## config.mk

```make
export PLATFORM = sky130hd
export DESIGN_NAME = cltd_datapath
export DESIGN_NICKNAME = d
export VERILOG_FILES = /design/src/rtl/cltd_pkg.sv /design/src/rtl/cltd_datapath.sv
export SDC_FILE = /design/constraint.sdc
export NUM_CORES = 1
export LEC_CHECK = 0
export ABC_CLOCK_PERIOD_IN_PS = 14740
export BUFFER_PORTS_ARGS = -buffer_cell sky130_fd_sc_hd__buf_4
export CAP_MARGIN = 20
export CORE_MARGIN = 2
export CORE_UTILIZATION = 50
export CTS_BUF_LIST = sky130_fd_sc_hd__clkbuf_16
export CTS_CLUSTER_DIAMETER = 30
export DETAILED_ROUTE_END_ITERATION = 16
export PLACE_DENSITY = 0.76
export SLEW_MARGIN = 15
export SYNTH_ARGS = -nofsm -noshare
export SYNTH_HDL_FRONTEND = slang
export SYNTH_SLANG_ARGS = --single-unit
export TNS_END_PERCENT = 30
```

## constraint.sdc

```tcl
create_clock -name mclk -period 14.74 [get_ports mclk]
set_input_delay 4.422 -clock mclk [delete_from_list [all_inputs] [get_ports mclk]]
set_output_delay 4.422 -clock mclk [all_outputs]
set_load 0.005 [all_outputs]
```

## src/rtl/cltd_pkg.sv

```systemverilog
package cltd_pkg;
  // Register map, byte addresses
  localparam logic [7:0] ADDR_ACC_FIRST = 8'h00;
  localparam logic [7:0] ADDR_ACC_SECOND = 8'h04;
  localparam logic [7:0] ADDR_OPR_FIRST = 8'h08;
  localparam logic [7:0] ADDR_OPR_SECOND = 8'h0C;
  localparam logic [7:0] ADDR_QUE_FIRST = 8'h10;
  localparam logic [7:0] ADDR_QUE_SECOND = 8'h14;
  localparam logic [7:0] ADDR_CTRL = 8'h18;
  localparam logic [7:0] ADDR_STAT = 8'h1C;
  localparam logic [7:0] ADDR_LATCH = 8'h20;
  localparam logic [7:0] ADDR_SETUP = 8'h24;
  localparam logic [7:0] ADDR_POLY = 8'h28;
  localparam logic [7:0] ADDR_OUTSEL = 8'h2C;
  localparam logic [7:0] ADDR_CMPMASK = 8'h30;
  localparam logic [7:0] ADDR_CLKEN = 8'h34;
  localparam logic [7:0] ADDR_ORMASK = 8'h38;
  localparam logic [7:0] ADDR_CFG_BASE = 8'h40;
  // Reset values
  localparam logic [7:0] CTRL_RST = 8'h00;
  localparam logic [7:0] LATCH_RST = 8'h00;
  localparam logic [9:0] SETUP_RST = 10'h01C;
  localparam logic [7:0] POLY_RST = 8'h00;
  localparam logic [23:0] OUTSEL_RST = 24'h000000;
  localparam logic [15:0] CMPMASK_RST = 16'hFFFF;
  localparam logic [7:0] CLKEN_RST = 8'h0F;
  localparam logic [7:0] ORMASK_RST = 8'h00;
  localparam logic [15:0] CFG_RST = 16'h0000;
  // Setup register fields
  localparam int SET_MSB_LO = 2;
  localparam int SET_CH_CARRY = 5;
  localparam int SET_CH_SHIFT = 6;
  localparam int SET_CH_COND = 7;
  localparam int SET_CMP0_PAIR = 8;
  localparam int SET_CMP1_PAIR = 9;
  // Clock enable register fields
  localparam int CLK_DP = 0;
  localparam int CLK_ST = 1;
  localparam int CLK_PLD_LO = 2;
  localparam int CLK_FOLLOW_LO = 4;
  // Routing input positions
  localparam int RIN_SERIAL = 3;
  localparam int RIN_CRC = 4;
  localparam int RIN_ENABLE = 5;
  // Condition indices
  localparam int COND_EQ0 = 0;
  localparam int COND_LT0 = 1;
  localparam int COND_EQ1 = 2;
  localparam int COND_LT1 = 3;
  localparam int COND_ZERO0 = 4;
  localparam int COND_ONES0 = 5;
  localparam int COND_OVF = 6;
  localparam int COND_CARRY = 7;
  localparam int COND_SHOUT = 8;
  localparam int COND_Q0_EMPTY = 9;
  localparam int COND_Q0_FULL = 10;
  localparam int COND_Q1_EMPTY = 11;
  localparam int COND_Q1_FULL = 12;
  localparam int COND_ZERO1 = 13;
  localparam logic [2:0] QDEPTH = 3'h4;
  localparam logic [1:0] RESP_OKAY = 2'h0;
  localparam logic [1:0] RESP_SLVERR = 2'h2;

  typedef enum logic [2:0] {ALU_INC, ALU_DEC, ALU_ADD, ALU_SUB, ALU_AND, ALU_OR, ALU_XOR,
    ALU_PASS} cltd_alu_e;
  typedef enum logic [1:0] {SH_NONE, SH_LEFT, SH_RIGHT, SH_SWAP} cltd_shift_e;
  typedef struct packed {
    logic fifo_xfer; logic mask_en; logic crc_en; logic sin_sel; logic cin_sel;
    cltd_shift_e shift; logic [1:0] dest; logic [1:0] srcb; logic [1:0] srca;
    cltd_alu_e func;
  } cltd_cfg_s;
  typedef struct packed {
    logic awvalid; logic [7:0] awaddr; logic wvalid; logic [31:0] wdata;
    logic [3:0] wstrb; logic bready; logic arvalid; logic [7:0] araddr; logic rready;
  } cltd_axi_req_s;
  typedef struct packed {
    logic awready; logic wready; logic bvalid; logic [1:0] bresp;
    logic arready; logic rvalid; logic [31:0] rdata; logic [1:0] rresp;
  } cltd_axi_rsp_s;
  typedef struct packed {
    logic carry; logic shift; logic eq; logic lt; logic zero;
  } cltd_chain_s;
endpackage : cltd_pkg

```

## src/rtl/cltd_datapath.sv

```systemverilog
`timescale 1ns/1ps
`default_nettype none
module cltd_datapath
  import cltd_pkg::*;
(
  input wire logic mclk,
  input wire logic rst_b,
  input wire cltd_axi_req_s axi_req,
  output var cltd_axi_rsp_s axi_rsp,
  input wire logic [5:0] route_in,
  output var logic [5:0] route_out,
  input wire cltd_chain_s chain_in,
  output var cltd_chain_s chain_out,
  input wire logic [3:0] status_in,
  output var logic [7:0] ctrl_out,
  output var logic [1:0] pld_clk_en
);
  ////////////////////////////////////////////////////////////////////////////
  function automatic logic [7:0] width_mask(input logic [2:0] m);
    logic [8:0] t;
    t = (9'h002 << m) - 9'h001;
    return t[7:0];
  endfunction : width_mask

  function automatic logic [31:0] strb_merge(input logic [31:0] old, input logic [31:0] nw,
                                             input logic [3:0] s);
    logic [31:0] r;
    r = old;
    for (int b = 0; b < 4; b++) begin
      if (s[b]) begin
        r[8*b+:8] = nw[8*b+:8];
      end
    end
    return r;
  endfunction : strb_merge

  function automatic logic addr_ok(input logic [7:0] a);
    logic ok;
    ok = (a[1:0] == 2'h0) && ((a <= ADDR_ORMASK) || (a[7:5] == ADDR_CFG_BASE[7:5]));
    return ok;
  endfunction : addr_ok

  ////////////////////////////////////////////////////////////////////////////
  logic [7:0] acc_first_r, acc_second_r, operand_reg_first_r, operand_reg_second_r;
  logic [7:0] ctrl_r, latm_r, sticky_r, poly_r, clken_r, ormask_r;
  logic [9:0] setup_r;
  logic [23:0] outsel_r;
  logic [15:0] cmpmask_r;
  logic [15:0] cfg_ram [0:7];
  logic [7:0] q_mem [0:1][0:3];
  logic [1:0] q_wp [0:1];
  logic [1:0] q_rp [0:1];
  logic [2:0] q_cnt [0:1];
  logic carry_r, shout_r;
  logic awready_r, wready_r, bvalid_r, arready_r, rvalid_r;
  logic [1:0] bresp_r, rresp_r;
  logic [7:0] awaddr_r;
  logic [31:0] wdata_r, rdata_r, rd_val;
  logic [3:0] wstrb_r;
  logic [5:0] route_out_r;
  cltd_chain_s chain_out_r;
  logic [1:0] pld_en_r;
  cltd_cfg_s cfg;
  logic dp_act, st_act, wr_go, rd_go, stat_rd, cin, sin, cout, so, ov, fb;
  logic [2:0] msb;
  logic [7:0] wm, opa, opb, bval, alu_raw, shv, alu_res, ra, wa, stat_raw, stat_view;
  logic [8:0] sum9;
  logic [15:0] cond;
  logic [1:0] q_full, q_empty, q_push, q_pop, dp_pop;
  logic [7:0] q_din [0:1];
  logic [7:0] q_head [0:1];

  assign axi_rsp = '{awready: awready_r, wready: wready_r, bvalid: bvalid_r, bresp: bresp_r,
                     arready: arready_r, rvalid: rvalid_r, rdata: rdata_r, rresp: rresp_r};
  assign route_out = route_out_r;
  assign chain_out = chain_out_r;
  assign ctrl_out = ctrl_r;
  assign pld_clk_en = pld_en_r;

  ////////////////////////////////////////////////////////////////////////////
  // Sub-block enables, optionally following control bit 0
  assign dp_act = clken_r[CLK_DP] & (~clken_r[CLK_FOLLOW_LO] | ctrl_r[0])
                  & route_in[RIN_ENABLE];
  assign st_act = clken_r[CLK_ST] & (~clken_r[CLK_FOLLOW_LO+1] | ctrl_r[0]);
  assign cfg = cltd_cfg_s'(cfg_ram[route_in[2:0]]);
  assign msb = setup_r[SET_MSB_LO+:3];
  assign wm = width_mask(msb);

  // Operand selection
  always_comb begin
    unique case (cfg.srca)
      2'h0: opa = acc_first_r & wm;
      2'h1: opa = acc_second_r & wm;
      2'h2: opa = operand_reg_first_r & wm;
      2'h3: opa = operand_reg_second_r & wm;
    endcase
    unique case (cfg.srcb)
      2'h0: opb = operand_reg_first_r & wm;
      2'h1: opb = operand_reg_second_r & wm;
      2'h2: opb = acc_first_r & wm;
      2'h3: opb = acc_second_r & wm;
    endcase
  end

  assign cin = cfg.cin_sel ? carry_r
             : (setup_r[SET_CH_CARRY] ? chain_in.carry : (cfg.func == ALU_SUB));
  assign sin = cfg.sin_sel ? shout_r
             : (setup_r[SET_CH_SHIFT] ? chain_in.shift : route_in[RIN_SERIAL]);

  // ALU core
  always_comb begin
    bval = 8'h00;
    sum9 = 9'h000;
    unique case (cfg.func)
      ALU_INC: sum9 = {1'b0, opa} + 9'h001;
      ALU_DEC: begin
        bval = wm;
        sum9 = {1'b0, opa} + {1'b0, wm};
      end
      ALU_ADD: begin
        bval = opb;
        sum9 = {1'b0, opa} + {1'b0, opb} + {8'h00, cin};
      end
      ALU_SUB: begin
        bval = ~opb & wm;
        sum9 = {1'b0, opa} + {1'b0, bval} + {8'h00, cin};
      end
      ALU_AND: sum9 = {1'b0, opa & opb};
      ALU_OR: sum9 = {1'b0, opa | opb};
      ALU_XOR: sum9 = {1'b0, opa ^ opb};
      ALU_PASS: sum9 = {1'b0, opa};
    endcase
  end

  assign alu_raw = sum9[7:0] & wm;
  assign cout = (cfg.func <= ALU_SUB) & sum9[{1'b0, msb} + 4'h1];
  assign ov = (cfg.func <= ALU_SUB) & ~(opa[msb] ^ bval[msb]) & (opa[msb] ^ sum9[msb]);
  assign fb = opa[msb] ^ route_in[RIN_CRC];

  // Shift stage, CRC step, OR mask
  always_comb begin
    so = 1'b0;
    shv = alu_raw;
    if (cfg.crc_en) begin
      shv = ((opa << 1) & wm) ^ (fb ? (poly_r & wm) : 8'h00);
      so = fb;
    end else begin
      unique case (cfg.shift)
        SH_NONE: shv = alu_raw;
        SH_LEFT: begin
          shv = ((alu_raw << 1) | {7'h00, sin}) & wm;
          so = alu_raw[msb];
        end
        SH_RIGHT: begin
          shv = (alu_raw >> 1) | (sin ? (8'h01 << msb) : 8'h00);
          so = alu_raw[0];
        end
        SH_SWAP: shv = {alu_raw[3:0], alu_raw[7:4]} & wm;
      endcase
    end
    alu_res = cfg.mask_en ? (shv | ormask_r) : shv;
  end

  ////////////////////////////////////////////////////////////////////////////
  // Conditions
  always_comb begin
    logic [7:0] b0, b1;
    logic e0, l0, e1, l1;
    b0 = setup_r[SET_CMP0_PAIR] ? acc_second_r : operand_reg_first_r;
    b1 = setup_r[SET_CMP1_PAIR] ? acc_first_r : operand_reg_second_r;
    e0 = (acc_first_r & cmpmask_r[7:0]) == (b0 & cmpmask_r[7:0]);
    l0 = (acc_first_r & cmpmask_r[7:0]) < (b0 & cmpmask_r[7:0]);
    e1 = (acc_second_r & cmpmask_r[15:8]) == (b1 & cmpmask_r[15:8]);
    l1 = (acc_second_r & cmpmask_r[15:8]) < (b1 & cmpmask_r[15:8]);
    cond = 16'h0000;
    cond[COND_EQ0] = e0 & (~setup_r[SET_CH_COND] | chain_in.eq);
    cond[COND_LT0] = l0 | (e0 & setup_r[SET_CH_COND] & chain_in.lt);
    cond[COND_EQ1] = e1;
    cond[COND_LT1] = l1;
    cond[COND_ZERO0] = ((acc_first_r & wm) == 8'h00)
                       & (~setup_r[SET_CH_COND] | chain_in.zero);
    cond[COND_ONES0] = (acc_first_r & wm) == wm;
    cond[COND_OVF] = ov;
    cond[COND_CARRY] = cout;
    cond[COND_SHOUT] = so;
    cond[COND_Q0_EMPTY] = q_empty[0];
    cond[COND_Q0_FULL] = q_full[0];
    cond[COND_Q1_EMPTY] = q_empty[1];
    cond[COND_Q1_FULL] = q_full[1];
    cond[COND_ZERO1] = (acc_second_r & wm) == 8'h00;
  end

  always_ff @(posedge mclk) begin
    if (!rst_b) begin
      route_out_r <= 6'h00;
      chain_out_r <= '0;
      pld_en_r <= 2'h0;
    end else begin
      for (int j = 0; j < 6; j++) begin
        route_out_r[j] <= cond[outsel_r[4*j+:4]];
      end
      chain_out_r <= '{carry: cout, shift: so, eq: cond[COND_EQ0], lt: cond[COND_LT0],
                       zero: cond[COND_ZERO0]};
      pld_en_r <= clken_r[CLK_PLD_LO+:2]
                  & ~(clken_r[CLK_FOLLOW_LO+2+:2] & {2{~ctrl_r[0]}});
    end
  end

  ////////////////////////////////////////////////////////////////////////////
  // Queues
  assign wa = awaddr_r;
  assign ra = axi_req.araddr;
  assign wr_go = ~awready_r & ~wready_r & ~bvalid_r;
  assign rd_go = axi_req.arvalid & arready_r;
  assign q_din[0] = setup_r[0] ? acc_first_r : wdata_r[7:0];
  assign q_din[1] = setup_r[1] ? acc_second_r : wdata_r[7:0];

  always_comb begin
    for (int i = 0; i < 2; i++) begin
      q_full[i] = q_cnt[i] == QDEPTH;
      q_empty[i] = q_cnt[i] == 3'h0;
      q_head[i] = q_mem[i][q_rp[i]];
      dp_pop[i] = dp_act & cfg.fifo_xfer & ~setup_r[i] & ~q_empty[i];
      q_push[i] = ~q_full[i] & (setup_r[i] ? (dp_act & cfg.fifo_xfer)
                  : (wr_go & wstrb_r[0] & (wa == (i == 0 ? ADDR_QUE_FIRST : ADDR_QUE_SECOND))));
      q_pop[i] = dp_pop[i] | (setup_r[i] & ~q_empty[i] & rd_go
                 & (ra == (i == 0 ? ADDR_QUE_FIRST : ADDR_QUE_SECOND)));
    end
  end

  always_ff @(posedge mclk) begin
    if (!rst_b) begin
      for (int i = 0; i < 2; i++) begin
        q_wp[i] <= 2'h0;
        q_rp[i] <= 2'h0;
        q_cnt[i] <= 3'h0;
      end
    end else begin
      for (int i = 0; i < 2; i++) begin
        if (q_push[i]) begin
          q_mem[i][q_wp[i]] <= q_din[i];
          q_wp[i] <= q_wp[i] + 2'h1;
        end
        if (q_pop[i]) begin
          q_rp[i] <= q_rp[i] + 2'h1;
        end
        q_cnt[i] <= q_cnt[i] + {2'h0, q_push[i]} - {2'h0, q_pop[i]};
      end
    end
  end

  ////////////////////////////////////////////////////////////////////////////
  // Working registers: datapath wins over bus
  always_ff @(posedge mclk) begin
    if (!rst_b) begin
      acc_first_r <= 8'h00;
      acc_second_r <= 8'h00;
      operand_reg_first_r <= 8'h00;
      operand_reg_second_r <= 8'h00;
      carry_r <= 1'b0;
      shout_r <= 1'b0;
    end else begin
      if (dp_act && cfg.dest[0]) begin
        acc_first_r <= alu_res;
      end else if (wr_go && wa == ADDR_ACC_FIRST) begin
        acc_first_r <= 8'(strb_merge({24'h0, acc_first_r}, wdata_r, wstrb_r));
      end
      if (dp_act && cfg.dest[1]) begin
        acc_second_r <= alu_res;
      end else if (wr_go && wa == ADDR_ACC_SECOND) begin
        acc_second_r <= 8'(strb_merge({24'h0, acc_second_r}, wdata_r, wstrb_r));
      end
      if (dp_pop[0]) begin
        operand_reg_first_r <= q_head[0];
      end else if (wr_go && wa == ADDR_OPR_FIRST) begin
        operand_reg_first_r <= 8'(strb_merge({24'h0, operand_reg_first_r}, wdata_r, wstrb_r));
      end
      if (dp_pop[1]) begin
        operand_reg_second_r <= q_head[1];
      end else if (wr_go && wa == ADDR_OPR_SECOND) begin
        operand_reg_second_r <= 8'(strb_merge({24'h0, operand_reg_second_r}, wdata_r, wstrb_r));
      end
      if (dp_act) begin
        carry_r <= cout;
        shout_r <= so;
      end
    end
  end

  // Configuration registers
  always_ff @(posedge mclk) begin
    if (!rst_b) begin
      ctrl_r <= CTRL_RST;
      latm_r <= LATCH_RST;
      setup_r <= SETUP_RST;
      poly_r <= POLY_RST;
      outsel_r <= OUTSEL_RST;
      cmpmask_r <= CMPMASK_RST;
      clken_r <= CLKEN_RST;
      ormask_r <= ORMASK_RST;
      for (int k = 0; k < 8; k++) begin
        cfg_ram[k] <= CFG_RST;
      end
    end else if (wr_go) begin
      if (wa == ADDR_CTRL) ctrl_r <= 8'(strb_merge({24'h0, ctrl_r}, wdata_r, wstrb_r));
      if (wa == ADDR_LATCH) latm_r <= 8'(strb_merge({24'h0, latm_r}, wdata_r, wstrb_r));
      if (wa == ADDR_SETUP) setup_r <= 10'(strb_merge({22'h0, setup_r}, wdata_r, wstrb_r));
      if (wa == ADDR_POLY) poly_r <= 8'(strb_merge({24'h0, poly_r}, wdata_r, wstrb_r));
      if (wa == ADDR_OUTSEL) outsel_r <= 24'(strb_merge({8'h0, outsel_r}, wdata_r, wstrb_r));
      if (wa == ADDR_CMPMASK) cmpmask_r <= 16'(strb_merge({16'h0, cmpmask_r}, wdata_r, wstrb_r));
      if (wa == ADDR_CLKEN) clken_r <= 8'(strb_merge({24'h0, clken_r}, wdata_r, wstrb_r));
      if (wa == ADDR_ORMASK) ormask_r <= 8'(strb_merge({24'h0, ormask_r}, wdata_r, wstrb_r));
      if (wa[7:5] == ADDR_CFG_BASE[7:5] && wa[1:0] == 2'h0) begin
        cfg_ram[wa[4:2]] <= 16'(strb_merge({16'h0, cfg_ram[wa[4:2]]}, wdata_r, wstrb_r));
      end
    end
  end

  ////////////////////////////////////////////////////////////////////////////
  // Status capture, set wins over read clear
  assign stat_raw = {status_in, cond[COND_LT1:COND_EQ0]};
  assign stat_view = (stat_raw & ~latm_r) | (sticky_r & latm_r);
  assign stat_rd = rd_go && ra == ADDR_STAT;

  always_ff @(posedge mclk) begin
    if (!rst_b) begin
      sticky_r <= 8'h00;
    end else if (st_act) begin
      sticky_r <= (sticky_r & ~(stat_rd ? latm_r : 8'h00)) | (stat_raw & latm_r);
    end
  end

  ////////////////////////////////////////////////////////////////////////////
  // Bus slave
  always_comb begin
    rd_val = 32'h0;
    case (ra)
      ADDR_ACC_FIRST: rd_val = {24'h0, acc_first_r};
      ADDR_ACC_SECOND: rd_val = {24'h0, acc_second_r};
      ADDR_OPR_FIRST: rd_val = {24'h0, operand_reg_first_r};
      ADDR_OPR_SECOND: rd_val = {24'h0, operand_reg_second_r};
      ADDR_QUE_FIRST: rd_val = {24'h0, (setup_r[0] && !q_empty[0]) ? q_head[0] : 8'h00};
      ADDR_QUE_SECOND: rd_val = {24'h0, (setup_r[1] && !q_empty[1]) ? q_head[1] : 8'h00};
      ADDR_CTRL: rd_val = {24'h0, ctrl_r};
      ADDR_STAT: rd_val = {24'h0, stat_view};
      ADDR_LATCH: rd_val = {24'h0, latm_r};
      ADDR_SETUP: rd_val = {22'h0, setup_r};
      ADDR_POLY: rd_val = {24'h0, poly_r};
      ADDR_OUTSEL: rd_val = {8'h0, outsel_r};
      ADDR_CMPMASK: rd_val = {16'h0, cmpmask_r};
      ADDR_CLKEN: rd_val = {24'h0, clken_r};
      ADDR_ORMASK: rd_val = {24'h0, ormask_r};
      default: if (addr_ok(ra)) rd_val = {16'h0, cfg_ram[ra[4:2]]};
    endcase
  end

  always_ff @(posedge mclk) begin
    if (!rst_b) begin
      awready_r <= 1'b1;
      wready_r <= 1'b1;
      bvalid_r <= 1'b0;
      bresp_r <= RESP_OKAY;
      awaddr_r <= 8'h00;
      wdata_r <= 32'h0;
      wstrb_r <= 4'h0;
    end else begin
      if (awready_r && axi_req.awvalid) begin
        awready_r <= 1'b0;
        awaddr_r <= axi_req.awaddr;
      end
      if (wready_r && axi_req.wvalid) begin
        wready_r <= 1'b0;
        wdata_r <= axi_req.wdata;
        wstrb_r <= axi_req.wstrb;
      end
      if (wr_go) begin
        bvalid_r <= 1'b1;
        bresp_r <= addr_ok(wa) ? RESP_OKAY : RESP_SLVERR;
      end
      if (bvalid_r && axi_req.bready) begin
        bvalid_r <= 1'b0;
        awready_r <= 1'b1;
        wready_r <= 1'b1;
      end
    end
  end

  always_ff @(posedge mclk) begin
    if (!rst_b) begin
      arready_r <= 1'b1;
      rvalid_r <= 1'b0;
      rdata_r <= 32'h0;
      rresp_r <= RESP_OKAY;
    end else if (rd_go) begin
      arready_r <= 1'b0;
      rvalid_r <= 1'b1;
      rdata_r <= rd_val;
      rresp_r <= addr_ok(ra) ? RESP_OKAY : RESP_SLVERR;
    end else if (rvalid_r && axi_req.rready) begin
      rvalid_r <= 1'b0;
      arready_r <= 1'b1;
    end
  end
endmodule : cltd_datapath
`default_nettype wire

```

==> key figures, run 1 <==
Critical path
  • CP bufs+invs: 2
  • Element type at the critical path end: flip-flop
  • CP Max Fanout: 32
  • Cells traversed along the worst timing path: buf_4, mux4_2, mux2_2, nand2_1, o31ai_1, mux2i_1, inv_1, fa_1, fa_1, a211oi_1, nor2_1, o311ai_0, o2111a_1, o21ai_1, a32oi_1, o32ai_1, nor4_4, nand4_2, a2111oi_2, a211oi_1, a2111oi_2
  • Type of the worst setup path: in -> reg
  • Maximum single-stage delay on the critical path: between 0.6 and 0.7 ns
  • Worst EP arrival: between 10 and 15 ns
  • Critical Path RT: roughly 15 ns
  • Cell with the largest stage delay on the worst path: sky130_fd_sc_hd__mux4_2
  • Critical Path Start Type: primary input
  • Cell class contributing the biggest share of worst-path delay: compound AO/OA/AOI/OAI gates

Yosys
  • Proportion of synthesized flip-flops having asynchronous set or reset: 0
  • Number of synthesized register bits: roughly 420
  • Commonest register cell after synthesis: sky130_fd_sc_hd__dfxtp_1
  • Share of synthesized area occupied by flip-flops and latches: 0.420
  • Combined area of all synthesized cells: about 0.025 mm^2
  • Number of synthesized flops with an enable pin: 200
  • Number of warnings reported in the yosys synthesis log: 0
  • Post-synthesis instance total: 2447
  • Count of unique library cells instantiated by Yosys: 90
  • Synthesized area per cell: between 10 and 15 um^2

Placement
  • Number of placed instances, taps included: between 3k and 4k
  • # port buffers: around 120
  • Routability-driven placement congestion ratio: between 1 and 1.5
  • Post-detailed-placement half-perimeter wirelength: around 60 mm
  • Dpl ws: around 3.3 ns

Global route
  • Pin count of the biggest net entering global routing: 94
  • GRT Util Overall: 0.335
  • Initial antenna violation count: 3
  • Global-route wire length before repair: approximately 130 mm
  • Global route total overflow: 0
  • Via count of the first global-routing pass: a little over 20k

STA
  • Rel. slew slack: 0.156
  • Final worst path period share: 0.749
  • Final setup skew: 0.0285 ns
  • Setup repair after global routing missed its margin: no
  • Final setup fails: 0
  • Crit path time final: around 11 ns
  • Slew at the pin closest to its max-slew limit: roughly 1.3 ns
  • Highest attainable clock frequency: 90.6 MHz
  • Final hold slack: 0.452 ns
  • Final hold vios: 0
  • Smallest setup slack after layout: 3.70 ns
  • Fin. max-slew vios: 0
  • Setup TNS: 0 ns

Detailed routing
  • First DRT Iteration DRCs: approximately 2.9k
  • Count of vias placed by the detailed router: around 21k
  • Via count normalized by instance count: ~6.6
  • Routed length on met2: roughly 40 mm
  • Final WL: 86.6 mm
  • Drt pass-1 iters: 8
  • Average wire per standard cell: about 27 um
  • Highest routing layer actually used: met5
  • Met3 wire length: 9.50 mm
  • Routed Antenna Nets: 0
  • DR DRC count: 0
  • Met1 layer wirelength in the final routing: between 30 and 40 mm

Clock network
  • Clock network latency to the later pin of the worst-skew pair: around 0.6 ns
  • Sink count of the clock tree: 417
  • Post-CTS repair timing setup buffer count: 0
  • Clock Tree Root: sky130_fd_sc_hd__clkbuf_16
  • TritonCTS buffer count: 73
  • Hold-fix buffers, CTS: 0
  • Number of resized instances in the post-cts repair step: 0
  • TritonCTS clock tree: done
  • Post-CTS clock slew at the launch and capture registers of the worst setup and hold paths: roughly 0.060 ns
  • Maximum root-to-sink buffer count: 3
  • Number of H-tree levels: 3

Layout
  • Util after Layout: 0.584
  • Share of post-route cells with drive strength above 1: 0.175
  • Layout Cells excl Fill: 3243
  • Layout Nets: 2667
  • Syn-to-layout area delta: 15.6%
  • Number of fillers in the final layout: approximately 4.0k

Floorplan
  • Overall die width: approximately 230 um
  • Cell Rows: 81
  • Die Y: 226 um
  • Core footprint: 0.0487 mm^2
  • Die Outline Area: roughly 0.051 mm^2
  • Starting utilization of the core area: 0.505
  • I/O pin cnt: between 100 and 150

Pwr
  • Power density over the cells: between 100 and 150 mW/mm^2
  • IR drop worst, VDD: about 0.11 mV
  • Static leakage power: 11.5 nW

Min path
  • Path type of the worst min-delay path: reg -> reg

Job
  • Count of max-cap constraint violations: 0

Outcome
  • Status: finished clean
[cell families (layout without fill, tap and decap cells)]
group	Yosys count	in the layout	share of synthesized area
AO/OA/AOI/OAI	509	509	0.141
other	1	12	0.000152
buffers and inverters	227	348	0.0393
XOR/XNOR	26	26	0.00924
AND/OR/NAND/NOR	866	866	0.169
adder cells (fa/ha/maj)	76	76	0.0410
multiplexers	325	325	0.180
flip-flops	417	417	0.420
[sequential cells by signal, summed over array words and instances (netlist names), 10 cells and up]
signal and cells:
setup_r 10, cmpmask_r 16, rdata_r 24, outsel_r 24, cfg_ram 128, q_mem 64
wdata_r 24
[layout by cell type, fill, tap and decap left out, types with 14 or more instances in the layout]
| master | n |
|---|---|
| sky130_fd_sc_hd__a211oi_1 | 34 |
| sky130_fd_sc_hd__a21o_1 | 14 |
| sky130_fd_sc_hd__a21oi_1 | 136 |
| sky130_fd_sc_hd__a221oi_1 | 23 |
| sky130_fd_sc_hd__a22oi_1 | 52 |
| sky130_fd_sc_hd__and2_1 | 157 |
| sky130_fd_sc_hd__and3_1 | 17 |
| sky130_fd_sc_hd__buf_4 | 155 |
| sky130_fd_sc_hd__clkbuf_16 | 77 |
| sky130_fd_sc_hd__dfxtp_1 | 216 |
| sky130_fd_sc_hd__edfxtp_1 | 200 |
| sky130_fd_sc_hd__ha_1 | 68 |
| sky130_fd_sc_hd__inv_1 | 57 |
| sky130_fd_sc_hd__mux2_2 | 51 |
| sky130_fd_sc_hd__mux2i_1 | 180 |
| sky130_fd_sc_hd__mux4_2 | 85 |
| sky130_fd_sc_hd__nand2_1 | 241 |
| sky130_fd_sc_hd__nand2b_1 | 26 |
| sky130_fd_sc_hd__nand3_1 | 53 |
| sky130_fd_sc_hd__nand4_1 | 17 |
| sky130_fd_sc_hd__nor2_1 | 248 |
| sky130_fd_sc_hd__nor2b_1 | 21 |
| sky130_fd_sc_hd__nor3_1 | 28 |
| sky130_fd_sc_hd__nor3b_1 | 14 |
| sky130_fd_sc_hd__o21a_1 | 16 |
| sky130_fd_sc_hd__o21ai_0 | 74 |
| sky130_fd_sc_hd__o31ai_1 | 17 |
| sky130_fd_sc_hd__xnor2_1 | 22 |
[metal layers]
metal | vias to the layer above | track usage
met5 | - | 0
li1 | 9185 | -
met3 | 322 | 0.0700
met4 | 2 | 0.178
met1 | 10400 | 0.432
met2 | 1461 | 0.531
[path summary, 6_finish.rpt]
check,depth (start not counted),slack (ns),to,from
setup reg to reg,19,7.49,route_out[0],setup_r[2]
hold reg to reg,2,0.45,pld_clk_en[0],clken_r[2]
hold / removal,2,0.45,pld_clk_en[0],clken_r[2]
setup / recovery,21,3.70,route_out[0],route_in[0]
[power breakdown]
group / internal [W] / total, W / switching [W]
logic: 0.000204 / 0.000527 / 0.000323
clock network: 0.00109 / 0.00171 / 0.000625
registers: 0.00125 / 0.00131 / 0.0000579
total: 0.00254 / 0.00355 / 0.00101
[synth_stat cells, drive strengths merged (10+ instances only)]
library cell  count  area, um^2
inv              54         203
a211oi           36         280
o21a             16         120
nand2           241         905
nor3             28         140
nand4            18         119
nor2            249         942
a22oi            54         424
nor2b            21         131
o21ai            86         430
nand3            53         265
xnor2            22         193
ha               68         851
mux2             55         623
a221oi           25         231
and2            157         982
and3             17         106
edfxtp          200        6010
nor4             10        83.8
o22ai            10        68.8
buf              52         310
clkbuf          118         443
a21o             14         105
mux2i           185        1900
nor3b            14         105
o31ai            17         128
a22o             12         105
dfxtp           217        4340
a21oi           138         694
nand2b           26         163
a32oi            11        96.3
mux4             85        1910
[metrics by stage]
stage          cell area [um^2]  power [W]
2_1_floorplan             24700    0.00165
3_3_place_gp              25900    0.00182
3_5_place_dp              25900    0.00183
4_1_cts                   28500    0.00353
5_1_grt                   28500    0.00364
6_report                  28500    0.00355
[cell type report]
type | instances | area [um^2] | area share
inverter | 57 | 219 | 0.00769
sequential | 417 | 10400 | 0.364
clock buffer | 77 | 1930 | 0.0677
multi-input combinational | 1812 | 13400 | 0.469
antenna | 2 | 5.00 | 0.000176
timing repair buffer | 156 | 1170 | 0.0410
clock inverter | 58 | 613 | 0.0215
tap | 664 | 831 | 0.0292
[worst reg2reg max path: cells and delay by family (launching register included)]
| kind | cells | cell delay, ns |
|---|---|---|
| XOR/XNOR | 1 | 0.42 |
| buffers and inverters | 2 | 0.78 |
| AO/OA/AOI/OAI | 10 | 3.03 |
| adder cells (fa/ha/maj) | 2 | 0.87 |
| AND/OR/NAND/NOR | 4 | 1.17 |
| flip-flops | 1 | 0.85 |
Note: power is estimated with default switching activity, not from simulation.
==> run 2: changes to the inputs <==
Settings changed: ABC_CLOCK_PERIOD_IN_PS 14740 to 10500.
Clock period 14.74 ns to 10.5 ns, I/O delays scaled along.
==> key figures, run 2 (synthesized netlist as in run 1, its figures left out) <==
Clock network
  • Clock network latency to the later pin of the worst-skew pair: 0.61 ns
  • Number of H-tree levels: 3
  • Maximum root-to-sink buffer count: 3
  • Post-CTS repair timing setup buffer count: 0
  • Number of resized instances in the post-cts repair step: 0
  • TritonCTS clock tree: done
  • Post-CTS clock slew at the launch and capture registers of the worst setup and hold paths: around 0.050 ns
  • Clock Tree Root: sky130_fd_sc_hd__clkbuf_16
  • Sink count of the clock tree: between 400 and 500
  • Hold-fix buffers, CTS: 0
  • TritonCTS buffer count: 74

Layout
  • Leading cell type in the layout, fill and taps excluded: sky130_fd_sc_hd__nor2_1
  • Syn-to-layout area delta: 15.9%
  • Share of post-route cells with drive strength above 1: 0.176
  • Flip-flop and latch area: about 0.010 mm^2
  • Commonest cells after routing, fill and taps aside: 248 x sky130_fd_sc_hd__nor2_1, 241 x sky130_fd_sc_hd__nand2_1, 217 x sky130_fd_sc_hd__dfxtp_1, 200 x sky130_fd_sc_hd__edfxtp_1, 180 x sky130_fd_sc_hd__mux2i_1
  • Layout Nets: about 2.7k
  • Footprint of the multi-input gates: roughly 0.013 mm^2
  • Number of fillers in the final layout: 3961
  • Number of flip-flops under the largest register name: 128
  • Biggest register: cfg_ram
  • N_diodes: 0

Floorplan
  • Overall die width: approximately 230 um
  • Die Y: 226 um
  • Core footprint: just under 0.05 mm^2
  • Die Outline Area: 0.0511 mm^2
  • I/O pin cnt: roughly 140
  • Cell Rows: 81
  • Starting utilization of the core area: 0.505

Global route
  • Pin count of the biggest net entering global routing: 92
  • GRT Util Overall: 0.335
  • Via count of the first global-routing pass: about 21k
  • Global route total overflow: 0
  • Global-route wire length before repair: approximately 130 mm
  • Initial antenna violation count: 2

Placement
  • # port buffers: between 100 and 150
  • Post-detailed-placement half-perimeter wirelength: 60.4 mm
  • Routability-driven placement congestion ratio: roughly 1.1

Outcome
  • Status: finished clean

Detailed routing
  • Routed Antenna Nets: 0
  • Drt pass-1 iters: 7
  • First DRT Iteration DRCs: roughly 2.7k
  • Via count normalized by instance count: about 6.6
  • Final WL: between 80 and 90 mm
  • DR DRC count: 0
  • Average wire per standard cell: ~26 um
  • Count of vias placed by the detailed router: 21.4k

STA
  • Final hold vios: 0
  • Final worst path period share: 0.888
  • Highest attainable clock frequency: 107 MHz
  • Slew at the pin closest to its max-slew limit: between 1 and 1.5 ns
  • Crit path time final: 9.32 ns
  • Final setup fails: 0
  • Fin. max-slew vios: 0
  • Setup TNS: 0 ns
  • Final hold slack: around 0.46 ns
  • Rel. slew slack: 0.173
  • Final setup skew: 0.0320 ns
  • Setup repair after global routing missed its margin: no

Critical path
  • CP Max Fanout: 19
  • Worst EP arrival: roughly 9.8 ns
  • Critical Path RT: between 10 and 15 ns
  • Type of the worst setup path: in -> reg
  • Critical Path Start Type: primary input
  • Element type at the critical path end: flip-flop

Min path
  • Path type of the worst min-delay path: reg -> reg

Pwr
  • Power density over the cells: ~170 mW/mm^2
  • Static leakage power: ~12 nW
  • IR drop worst, VDD: around 0.21 mV

Job
  • Count of max-cap constraint violations: 0
==> run 2: cell count changes in the layout (fill, tap and decap cells not counted), moves of 3 or more <==
| cell | delta |
|---|---|
| sky130_fd_sc_hd__buf_4 | +12 |
| sky130_fd_sc_hd__clkinv_4 | -6 |
| sky130_fd_sc_hd__clkinvlp_4 | -4 |
| sky130_fd_sc_hd__inv_1 | +3 |
| sky130_fd_sc_hd__o21ai_0 | +3 |
| sky130_fd_sc_hd__o21ai_1 | -3 |
==> run 2: worst max-delay path, cell delays in order <==
cell and delay [ns]:
sky130_fd_sc_hd__buf_4 0.35, sky130_fd_sc_hd__buf_4 0.31, sky130_fd_sc_hd__mux4_2 0.52, sky130_fd_sc_hd__mux2i_1 0.39, sky130_fd_sc_hd__mux2i_1 0.49, sky130_fd_sc_hd__inv_1 0.13
sky130_fd_sc_hd__fa_1 0.50, sky130_fd_sc_hd__fa_1 0.50, sky130_fd_sc_hd__a211oi_1 0.23, sky130_fd_sc_hd__nor2_1 0.11, sky130_fd_sc_hd__o311ai_0 0.46, sky130_fd_sc_hd__o2111a_1 0.26
sky130_fd_sc_hd__o21ai_1 0.10, sky130_fd_sc_hd__a32oi_1 0.44, sky130_fd_sc_hd__o32ai_1 0.18, sky130_fd_sc_hd__nor4_4 0.30, sky130_fd_sc_hd__nand4_2 0.37, sky130_fd_sc_hd__a2111oi_2 0.47
sky130_fd_sc_hd__a211oi_1 0.12, sky130_fd_sc_hd__a2111oi_2 0.37
==> run 2: final timing paths <==
path | slack [ns] | depth (start not counted) | startpoint | endpoint
max reg2reg | 3.40 | 19 | setup_r[2] | route_out[0]
max | 1.18 | 20 | route_in[0] | route_out[0]
min reg2reg | 0.46 | 2 | wdata_r[6] | wdata_r[6]
min | 0.46 | 2 | wdata_r[6] | wdata_r[6]
==> run 2: metrics by stage <==
stage | std cells | util | setup slack, ns | total power [W] | area (um^2)
CTS | 3253 | 0.586 | 1.26 | 0.00496 | 28500
detailed placement | 3118 | 0.534 | 0.689 | 0.00258 | 26000
finish | 3253 | 0.586 | 1.18 | 0.00499 | 28500
global route | 3253 | 0.586 | 0.800 | 0.00511 | 28500
floorplan | 2456 | - | 1.34 | 0.00231 | 24700
global placement | 3115 | 0.533 | 0.832 | 0.00256 | 26000
==> run 2: cell type report <==
class / count / area share
Clock buffer: 79 / 0.0692
Clock inverter: 56 / 0.0186
Inverter: 57 / 0.00767
Multi-Input combinational cell: 1812 / 0.468
Sequential cell: 417 / 0.363
Tap cell: 664 / 0.0291
Timing Repair Buffer: 168 / 0.0449
==> run 2: per-layer routing <==
layer,track usage,share of wire
met1,0.425,0.38
met2,0.525,0.45
met3,0.0799,0.11
met4,0.192,0.062
met5,0,0.00016
==> run 2: report_power, final <==
part	total [W]	internal [W]	switching, W
clock network	0.00240	0.00153	0.000878
logic	0.000747	0.000290	0.000457
registers	0.00183	0.00175	0.0000800
